--- src/pcfx_pkg.sv ---
// Shared constants and types for the proximity frame timing link
package pcfx_pkg;

  // Command classes carried beside the reader frame
  typedef enum logic [1:0] {
    PCFX_CMD_SHORT,
    PCFX_CMD_OTHER,
    PCFX_CMD_ATQB,
    PCFX_CMD_DEACT
  } pcfx_cmd_t;

  // Carrier based units
  localparam int unsigned FC_PER_ETU = 128;
  localparam int unsigned FC_PER_FS = 16;
  // Frame delay, short commands
  localparam int unsigned FDT_SHORT_ONE_FC = 1236;
  localparam int unsigned FDT_SHORT_ZERO_FC = 1172;
  // Frame delay, other commands: n * etu + offset
  localparam int unsigned FDT_ONE_ADD_FC = 84;
  localparam int unsigned FDT_ZERO_ADD_FC = 20;
  localparam int unsigned FDT_N_DEF = 9;
  // Reader guard between request frames
  localparam int unsigned GUARD_FC = 7000;
  // Card frame phases
  localparam int unsigned SOF_LOW_ETU = 10;
  localparam int unsigned SOF_HIGH_ETU = 2;
  localparam int unsigned EOF_LOW_ETU = 10;
  localparam int unsigned TR0_FS = 64;
  localparam int unsigned TR1_FS = 80;
  localparam int unsigned DEACT_MAX_FS = 65536;
  // Character lengths: A has 8 data plus parity, B start/8/stop
  localparam int unsigned CHAR_A_BITS = 9;
  localparam int unsigned CHAR_B_BITS = 10;
  // Counter widths
  localparam int unsigned CARD_CNT_W = 12;
  localparam int unsigned RDR_CNT_W = 21;
  // Core clock and carrier synthesis
  localparam int unsigned CORE_CLK_HZ = 25000000;
  // Two core clocks per half carrier keeps each level two samples wide
  localparam int unsigned CARRIER_HALF_CLK = 2;
  localparam int unsigned LOSS_CLK = 64;
  localparam int unsigned OFF_CLK = 2048;
  // Reset values
  localparam logic IDLE_MOD = 1'b1;

endpackage

--- src/pcfx_if.sv ---
// Link wires between reader and card
`timescale 1ns/1ps
interface pcfx_if;
  logic carrier;
  logic rd_frame;
  logic rd_bit;
  pcfx_pkg::pcfx_cmd_t rd_cmd;
  logic card_sub;
  logic card_mod;

  modport reader (
    output carrier,
    output rd_frame,
    output rd_bit,
    output rd_cmd,
    input card_sub,
    input card_mod
  );

  modport card (
    input carrier,
    input rd_frame,
    input rd_bit,
    input rd_cmd,
    output card_sub,
    output card_mod
  );
endinterface

--- src/pcfx_card.sv ---
// Card end: answer timing and frame shaping
`timescale 1ns/1ps
module pcfx_card #(
  parameter int unsigned FDT_N = pcfx_pkg::FDT_N_DEF
) (
  // Clock and reset
  input wire logic core_clk,
  input wire logic rst,
  // Link
  pcfx_if.card lnk,
  // Answer byte stream
  input wire logic ans_valid,
  input wire logic [7:0] ans_data,
  input wire logic ans_last,
  output logic ans_ready_q,
  // Received frame report
  output logic rx_done_q,
  output pcfx_pkg::pcfx_cmd_t rx_cmd_q,
  output logic rx_last_q,
  output logic busy_q
);
  typedef enum logic [2:0] {
    C_IDLE, C_WAIT, C_LEAD, C_SOFL, C_SOFH, C_DATA, C_EOF
  } pcfx_cst_t;

  localparam int unsigned CW = pcfx_pkg::CARD_CNT_W;
  localparam logic [CW-1:0] ETU_LAST =
    CW'(pcfx_pkg::FC_PER_ETU - 1);
  localparam logic [CW-1:0] LEAD_LAST =
    CW'(pcfx_pkg::TR1_FS * pcfx_pkg::FC_PER_FS - 1);
  localparam logic [CW-1:0] SOFL_LAST =
    CW'(pcfx_pkg::SOF_LOW_ETU * pcfx_pkg::FC_PER_ETU - 1);
  localparam logic [CW-1:0] SOFH_LAST =
    CW'(pcfx_pkg::SOF_HIGH_ETU * pcfx_pkg::FC_PER_ETU - 1);
  localparam logic [CW-1:0] EOF_LAST =
    CW'(pcfx_pkg::EOF_LOW_ETU * pcfx_pkg::FC_PER_ETU - 1);
  localparam logic [CW-1:0] TR0_LAST =
    CW'(pcfx_pkg::TR0_FS * pcfx_pkg::FC_PER_FS - 1);
  localparam logic [CW-1:0] FDT_BASE =
    CW'(FDT_N * pcfx_pkg::FC_PER_ETU);
  localparam logic [6:0] LOSS_LAST = 7'(pcfx_pkg::LOSS_CLK - 1);

  // Pin synchronisers: frame, bit, command, carrier
  logic [4:0] s1_q, s2_q;
  logic fr3_q, car3_q;
  always_ff @(posedge core_clk or posedge rst) begin
    if (rst) begin
      s1_q <= 5'h00;
      s2_q <= 5'h00;
      fr3_q <= 1'b0;
      car3_q <= 1'b0;
    end else begin
      s1_q <= {lnk.carrier, lnk.rd_frame, lnk.rd_bit, lnk.rd_cmd};
      s2_q <= s1_q;
      fr3_q <= s2_q[3];
      car3_q <= s2_q[4];
    end
  end

  logic tick, fr_s, fr_fall, bit_s;
  pcfx_pkg::pcfx_cmd_t cmd_s;
  assign tick = s2_q[4] & ~car3_q; // Carrier rising edge
  assign fr_s = s2_q[3];
  assign fr_fall = fr3_q & ~s2_q[3];
  assign bit_s = s2_q[2];
  assign cmd_s = pcfx_pkg::pcfx_cmd_t'(s2_q[1:0]);

  // Frame state
  pcfx_cst_t st_q, st_d;
  logic [CW-1:0] cnt_q, cnt_d, wait_last;
  logic [9:0] sh_q, sh_d;
  logic [3:0] bi_q, bi_d, nb_last;
  logic bmode_q, bmode_d, end_q, end_d, lbit_q, lbit_d;
  logic sub_q, sub_d, mod_q, mod_d;
  logic [6:0] loss_q, loss_d;
  logic ans_ready_d, rx_done_d, busy_d, load;
  pcfx_pkg::pcfx_cmd_t cmd_q, cmd_d;

  // Silence before the answer, picked by command class
  always_comb begin
    if (bmode_q) begin
      wait_last = TR0_LAST;
    end else if (cmd_q == pcfx_pkg::PCFX_CMD_SHORT) begin
      wait_last = lbit_q ? CW'(pcfx_pkg::FDT_SHORT_ONE_FC - 1)
                         : CW'(pcfx_pkg::FDT_SHORT_ZERO_FC - 1);
    end else begin
      wait_last = lbit_q ? FDT_BASE + CW'(pcfx_pkg::FDT_ONE_ADD_FC - 1)
                         : FDT_BASE + CW'(pcfx_pkg::FDT_ZERO_ADD_FC - 1);
    end
  end

  assign nb_last = bmode_q ? 4'(pcfx_pkg::CHAR_B_BITS - 1)
                           : 4'(pcfx_pkg::CHAR_A_BITS - 1);

  // Next state of the answer sequencer
  always_comb begin
    st_d = st_q;
    cnt_d = cnt_q;
    sh_d = sh_q;
    bi_d = bi_q;
    bmode_d = bmode_q;
    end_d = end_q;
    lbit_d = lbit_q;
    cmd_d = cmd_q;
    sub_d = sub_q;
    mod_d = mod_q;
    ans_ready_d = 1'b0;
    rx_done_d = 1'b0;
    load = 1'b0;
    loss_d = tick ? 7'h00 : loss_q;
    if (!tick && loss_q != LOSS_LAST) begin
      loss_d = loss_q + 7'h01;
    end
    if (tick) begin
      cnt_d = cnt_q + CW'(1);
    end
    case (st_q)
      C_IDLE: begin
        sub_d = 1'b0;
        mod_d = pcfx_pkg::IDLE_MOD;
        if (fr_s) begin
          lbit_d = bit_s;
          cmd_d = cmd_s;
        end
        if (fr_fall) begin
          rx_done_d = 1'b1;
          cnt_d = '0;
          end_d = 1'b0;
          bmode_d = (cmd_q == pcfx_pkg::PCFX_CMD_ATQB) ||
                    (cmd_q == pcfx_pkg::PCFX_CMD_DEACT);
          st_d = C_WAIT;
        end
      end
      C_WAIT: begin
        if (tick && cnt_q == wait_last) begin
          if (bmode_q) begin
            st_d = C_LEAD;
            cnt_d = '0;
            sub_d = 1'b1; // Plain subcarrier lead
          end else begin
            load = 1'b1;
          end
        end
      end
      C_LEAD: begin
        if (tick && cnt_q == LEAD_LAST) begin
          st_d = C_SOFL;
          cnt_d = '0;
          mod_d = 1'b0;
        end
      end
      C_SOFL: begin
        if (tick && cnt_q == SOFL_LAST) begin
          st_d = C_SOFH;
          cnt_d = '0;
          mod_d = 1'b1;
        end
      end
      C_SOFH: begin
        load = tick && cnt_q == SOFH_LAST;
      end
      C_DATA: begin
        if (tick && cnt_q == ETU_LAST) begin // Whole etu per bit
          cnt_d = '0;
          if (bi_q == nb_last) begin
            load = 1'b1; // Next character at once, no guard
          end else begin
            bi_d = bi_q + 4'h1;
            sh_d = {1'b0, sh_q[9:1]};
            mod_d = sh_q[1];
          end
        end
      end
      C_EOF: begin
        if (tick && cnt_q == EOF_LAST) begin
          st_d = C_IDLE;
          sub_d = 1'b0; // Off on the same edge
          mod_d = pcfx_pkg::IDLE_MOD;
        end
      end
      default: begin
        st_d = C_IDLE;
      end
    endcase
    // Take the next byte or close the frame
    if (load) begin
      cnt_d = '0;
      bi_d = 4'h0;
      if (ans_valid && !end_q) begin
        sh_d = bmode_q ? {1'b1, ans_data, 1'b0}
                       : {1'b0, ~^ans_data, ans_data};
        ans_ready_d = 1'b1;
        end_d = ans_last;
        st_d = C_DATA;
        sub_d = 1'b1;
        mod_d = sh_d[0];
      end else if (bmode_q) begin
        st_d = C_EOF;
        mod_d = 1'b0;
      end else begin
        st_d = C_IDLE;
        sub_d = 1'b0;
        mod_d = pcfx_pkg::IDLE_MOD;
      end
    end
    // Carrier gone: the card falls back to idle
    if (loss_q == LOSS_LAST) begin
      st_d = C_IDLE;
      sub_d = 1'b0;
      mod_d = pcfx_pkg::IDLE_MOD;
    end
    busy_d = (st_d != C_IDLE);
  end

  always_ff @(posedge core_clk or posedge rst) begin
    if (rst) begin
      st_q <= C_IDLE;
      cnt_q <= '0;
      sh_q <= 10'h000;
      bi_q <= 4'h0;
      bmode_q <= 1'b0;
      end_q <= 1'b0;
      lbit_q <= 1'b0;
      cmd_q <= pcfx_pkg::PCFX_CMD_SHORT;
      sub_q <= 1'b0;
      mod_q <= pcfx_pkg::IDLE_MOD;
      loss_q <= 7'h00;
      ans_ready_q <= 1'b0;
      rx_done_q <= 1'b0;
      busy_q <= 1'b0;
    end else begin
      st_q <= st_d;
      cnt_q <= cnt_d;
      sh_q <= sh_d;
      bi_q <= bi_d;
      bmode_q <= bmode_d;
      end_q <= end_d;
      lbit_q <= lbit_d;
      cmd_q <= cmd_d;
      sub_q <= sub_d;
      mod_q <= mod_d;
      loss_q <= loss_d;
      ans_ready_q <= ans_ready_d;
      rx_done_q <= rx_done_d;
      busy_q <= busy_d;
    end
  end

  // Report and pins straight from flops
  assign rx_cmd_q = cmd_q;
  assign rx_last_q = lbit_q;
  assign lnk.card_sub = sub_q;
  assign lnk.card_mod = mod_q;
endmodule // pcfx_card

--- src/flat_wrapper.sv ---
// flat-port wrapper written by rule: the top's interface ports become plain ports
module pcfx_card_flat 
#(
  parameter int unsigned FDT_N = pcfx_pkg::FDT_N_DEF
)
  (core_clk, rst, ans_valid, ans_data, ans_last, ans_ready_q, rx_done_q, rx_cmd_q, rx_last_q, busy_q, lnk_carrier, lnk_rd_frame, lnk_rd_bit, lnk_rd_cmd, lnk_card_sub, lnk_card_mod);
  pcfx_if lnk_i ();
  input wire logic core_clk;
  input wire logic rst;
  input wire logic ans_valid;
  input wire logic [7:0] ans_data;
  input wire logic ans_last;
  output logic ans_ready_q;
  output logic rx_done_q;
  output pcfx_pkg::pcfx_cmd_t rx_cmd_q;
  output logic rx_last_q;
  output logic busy_q;
  input wire logic [$bits(lnk_i.carrier)-1:0] lnk_carrier;
  input wire logic [$bits(lnk_i.rd_frame)-1:0] lnk_rd_frame;
  input wire logic [$bits(lnk_i.rd_bit)-1:0] lnk_rd_bit;
  input wire logic [$bits(lnk_i.rd_cmd)-1:0] lnk_rd_cmd;
  output wire logic [$bits(lnk_i.card_sub)-1:0] lnk_card_sub;
  output wire logic [$bits(lnk_i.card_mod)-1:0] lnk_card_mod;
  assign lnk_i.carrier = lnk_carrier;
  assign lnk_i.rd_frame = lnk_rd_frame;
  assign lnk_i.rd_bit = lnk_rd_bit;
  assign lnk_i.rd_cmd = lnk_rd_cmd;
  assign lnk_card_sub = lnk_i.card_sub;
  assign lnk_card_mod = lnk_i.card_mod;
  pcfx_card #(.FDT_N(FDT_N)) u_core (.core_clk(core_clk), .rst(rst), .lnk(lnk_i), .ans_valid(ans_valid), .ans_data(ans_data), .ans_last(ans_last), .ans_ready_q(ans_ready_q), .rx_done_q(rx_done_q), .rx_cmd_q(rx_cmd_q), .rx_last_q(rx_last_q), .busy_q(busy_q));
endmodule
--- config.mk ---
export PLATFORM = sky130hd
export DESIGN_NAME = pcfx_card_flat
export DESIGN_NICKNAME = d
export VERILOG_FILES = /design/src/pcfx_pkg.sv /design/src/pcfx_if.sv /design/src/pcfx_card.sv /design/src/flat_wrapper.sv
export SDC_FILE = /design/constraint.sdc
export NUM_CORES = 1
export LEC_CHECK = 0
export ABC_CLOCK_PERIOD_IN_PS = 2200
export BUFFER_PORTS_ARGS = -buffer_cell sky130_fd_sc_hd__buf_2
export CORE_MARGIN = 5
export CORE_UTILIZATION = 53
export CTS_CLUSTER_SIZE = 10
export DETAILED_ROUTE_END_ITERATION = 6
export PLACE_DENSITY = 0.75
export SLEW_MARGIN = 20
export SYNTH_ARGS = -nofsm -noshare
export SYNTH_HDL_FRONTEND = slang
export SYNTH_SLANG_ARGS = --single-unit
--- constraint.sdc ---
create_clock -name core_clk -period 2.2 [get_ports core_clk]
set_input_delay 0.11 -clock core_clk [delete_from_list [all_inputs] [get_ports core_clk]]
set_output_delay 0.11 -clock core_clk [all_outputs]
set_load 0.02 [all_outputs]
==> impl_metrics.ini <==
[outcome]
status = finished clean

[clock_tree]
clock_latency_at_the_later_pin_of_the_worst_skew_pair_ns = 0.35
root_buffer = sky130_fd_sc_hd__clkbuf_8
tritoncts = yes
cts_htree_levels = 3
numClockSinks = 57
cts_inserted_buffers = 9
clock_tree.buffer_depth = 2
clkSlewWorstSetupHoldPaths_ns = 0.08

[finish]
drive_above_1_share_pct = 27.8
ff_latch_area_mm2 = 0.00143
area_of_combinational_cells_with_multiple_inputs_mm2 = 0.00149
antennaDiodeCount = 0
fillers = 413
synthToLayoutAreaGrowth_pct = 25.5
fin_util_pct = 67.8
num-nets-final = 367
postLayoutCellArea_mm2 = 0.00369

[detailed_routing]
wire_per_inst_um = 15.7
number_of_iterations_in_the_first_detailed_routing_pass = 4
drt_first_iter_violations = 114
topRoutingLayerUsed = met4
met2RoutedLength_um = 3330
met1_length_um = 2880
drtAntennaViolNets = 0
vias_per_cell = 5.62
routed-via-count = 2384
detail_route.wirelength_um = 6670
wl_met3_um = 325
drc_errors = 0

[sta]
relSlewSlack_pct = 61.9
setup_viol = 0
finalCritPeriodShare_pct = 96.6
fin_setup_tns_ns = 0
hold_viol_final = 0
slew_violations = 0
unrepaired_setup_endpoints_after_global_routing = false
timing.clock.skew_ns = 0.0146
worst_slew_pin_slew_ns = 0.571
maxClockFrequency_mhz = 470
final_period_minus_worst_setup_slack_ns = 2.13

[setup_path]
critPathKind = reg -> reg
cells_along_the_critical_path = or4b_1, o22ai_1, nand3_2, o21ai_4, mux2i_2, a41oi_1
critical_path_peak_fanout = 5
crit_family = simple AND/OR/NAND/NOR gates
critical_path.endpoint_type = flip-flop
sort_of_element_at_the_start_of_the_critical_path = flip-flop
worstPathRequired_ns = 2.41
crit_arrival_ns = 2.34
critPathLaunch = u_core.bmode_q$_DFFE_PP0P_
timing.critical_path.slowest_cell_delay_ns = 0.54
crit-reg2reg-launch = u_core.bmode_q$_DFFE_PP0P_
timing.critical_path.slowest_stage_cell = sky130_fd_sc_hd__or4b_1
critical_path_buf_inv_count = 0

[floorplanning]
die_width_um = 84.5
die-area_mm2 = 0.00713
floorplan.core_area_mm2 = 0.00544
die_boundary_height_um = 84.5
floorplan.initialDensity_pct = 54.0
floorplan.io_pins = 25
rows = 27

[global_route]
grt_max_degree = 33
gr-total-overflow = 0
grt.total_usage_pct = 19.5
grt_pass1_wl_um = 11200
initial_antenna_violation_count = 0
grt_pass1_vias = 2412

[placed_design]
gpl.final_weighted_congestion = 0.919
buffer_ports.inserted = 24
dpl-instance-area_mm2 = 0.00329
place.detailed.hpwl_um = 4650

[logic_synthesis]
dominantRegCellSynth = sky130_fd_sc_hd__dfrtp_1
synth_async_sr_flop_share_pct = 100
synthCells = 291
synth_top_cells_by_count = sky130_fd_sc_hd__dfrtp_1, sky130_fd_sc_hd__nor2_1, sky130_fd_sc_hd__a21oi_1
postSynthNetCount = 311
yosys_warnings = 0
syn_area_mm2 = 0.00294
synth.top_cell.area_share_pct = 47.7
number_of_synthesized_register_bits = 57
synth_sequential_area_ratio_pct = 48.6
synth.largest_area_cell = sky130_fd_sc_hd__dfrtp_1
synth_area_per_cell_um2 = 10.1
netlist_top_cells_area = sky130_fd_sc_hd__dfrtp_1, sky130_fd_sc_hd__nor2_1, sky130_fd_sc_hd__xnor2_1
ys_types = 52
synth_enable_flop_cells = 0
post-synth-top-count-cell = sky130_fd_sc_hd__dfrtp_1

[power_and_ir_drop]
design_power_total_w = 0.00259
vdd_drop_max_v = 0.000776
power_leakage_nw = 1.62
power_density_mw_per_mm2 = 702

[hold_path]
hp-class = in -> reg
hold_start = ans_data[7]

[job]
timing.max_cap.violations = 0
[worst register-to-register path, cell delays in order (launching register included)]
cell	delay, ns
sky130_fd_sc_hd__dfrtp_1	0.45
sky130_fd_sc_hd__or4b_1	0.54
sky130_fd_sc_hd__o22ai_1	0.22
sky130_fd_sc_hd__nand3_2	0.17
sky130_fd_sc_hd__o21ai_4	0.21
sky130_fd_sc_hd__mux2i_2	0.26
sky130_fd_sc_hd__a41oi_1	0.14
[power breakdown]
part | internal [W] | switching, W | total, W
Clock | 0.000554 | 0.000433 | 0.000987
Sequential | 0.00115 | 0.0000753 | 0.00122
Combinational | 0.000192 | 0.000187 | 0.000379
[metrics by stage]
stage / setup WS, ns / hold WS (ns) / cells
2_1_floorplan: 0.0776 / 0.141 / 291
3_3_place_gp: 0.113 / 0.187 / 396
3_5_place_dp: 0.0186 / 0.190 / 396
4_1_cts: 0.0164 / 0.0899 / 419
5_1_grt: 0.000830 / 0.0955 / 424
6_report: 0.0742 / 0.0953 / 424
[timing repair]
action / CTS / global route
buffers inserted: 0 / 4
hold buffers: 7 / 0
endpoints found under the setup margin: 0 / 24
resized for setup: 0 / 14
endpoints found under the hold margin: 30 / 0
[cell type report]
| type | instances | area share [%] |
|---|---|---|
| flip-flops and latches | 57 | 38.8 |
| repair buffers | 57 | 12.3 |
| clock inverters | 6 | 1.80 |
| clock buffers | 10 | 3.73 |
| inverters | 6 | 0.611 |
| well taps | 72 | 2.44 |
| multi-input cells | 216 | 40.4 |
[cell usage in the layout, fill, tap and decap left out, drive strengths merged, types with 7 or more instances in the layout]
cell type | netlist | final
nand3 | 8 | 8
nor2b | 10 | 10
a211oi | 9 | 9
nand2 | 14 | 14
clkbuf | 6 | 11
nand2b | 12 | 12
dlygate4sd3 | 0 | 7
a21oi | 22 | 22
dfrtp | 56 | 56
mux2i | 10 | 10
xor2 | 11 | 11
buf | 6 | 49
xnor2 | 13 | 13
inv | 6 | 7
nor2 | 33 | 33
o21ai | 9 | 9
[routing by layer]
layer,vias to the layer above,track usage (%)
li1,1142,-
met1,1161,24.4
met2,67,32.1
met3,14,5.30
met4,0,7.77
met5,-,0
[registers in the layout (all words and copies together), names as in the netlist, 2 cells and up]
name and count:
u_core.cnt_q 12, u_core.sh_q 9, u_core.loss_q 7, u_core.s1_q 5, u_core.s2_q 5, u_core.bi_q 4
u_core.st_q 3, u_core.rx_cmd_q 2
[logic make-up after synthesis]
kind of cell / synth area share (%)
multiplexers: 4.94
buffers and inverters: 2.85
AND/OR/NAND/NOR: 23.8
XOR/XNOR: 7.15
adder cells (fa/ha/maj): 1.62
flip-flops: 48.6
AO/OA/AOI/OAI: 11.0
[final timing paths]
path,endpoint,slack [ns],cells past startpoint
min,u_core.sh_q[8]$_DFF_PP0_,0.1,3
max in group asynchronous,u_core.cnt_q[5]$_DFF_PP0_,1.25,4
max,u_core.busy_q$_DFF_PP0_,0.07,6
min reg2reg,u_core.s2_q[4]$_DFF_PP0_,0.36,0
min in group asynchronous,u_core.sh_q[2]$_DFF_PP0_,0.37,3
max reg2reg,u_core.busy_q$_DFF_PP0_,0.07,6
Note: power is estimated with default switching activity, not from simulation.
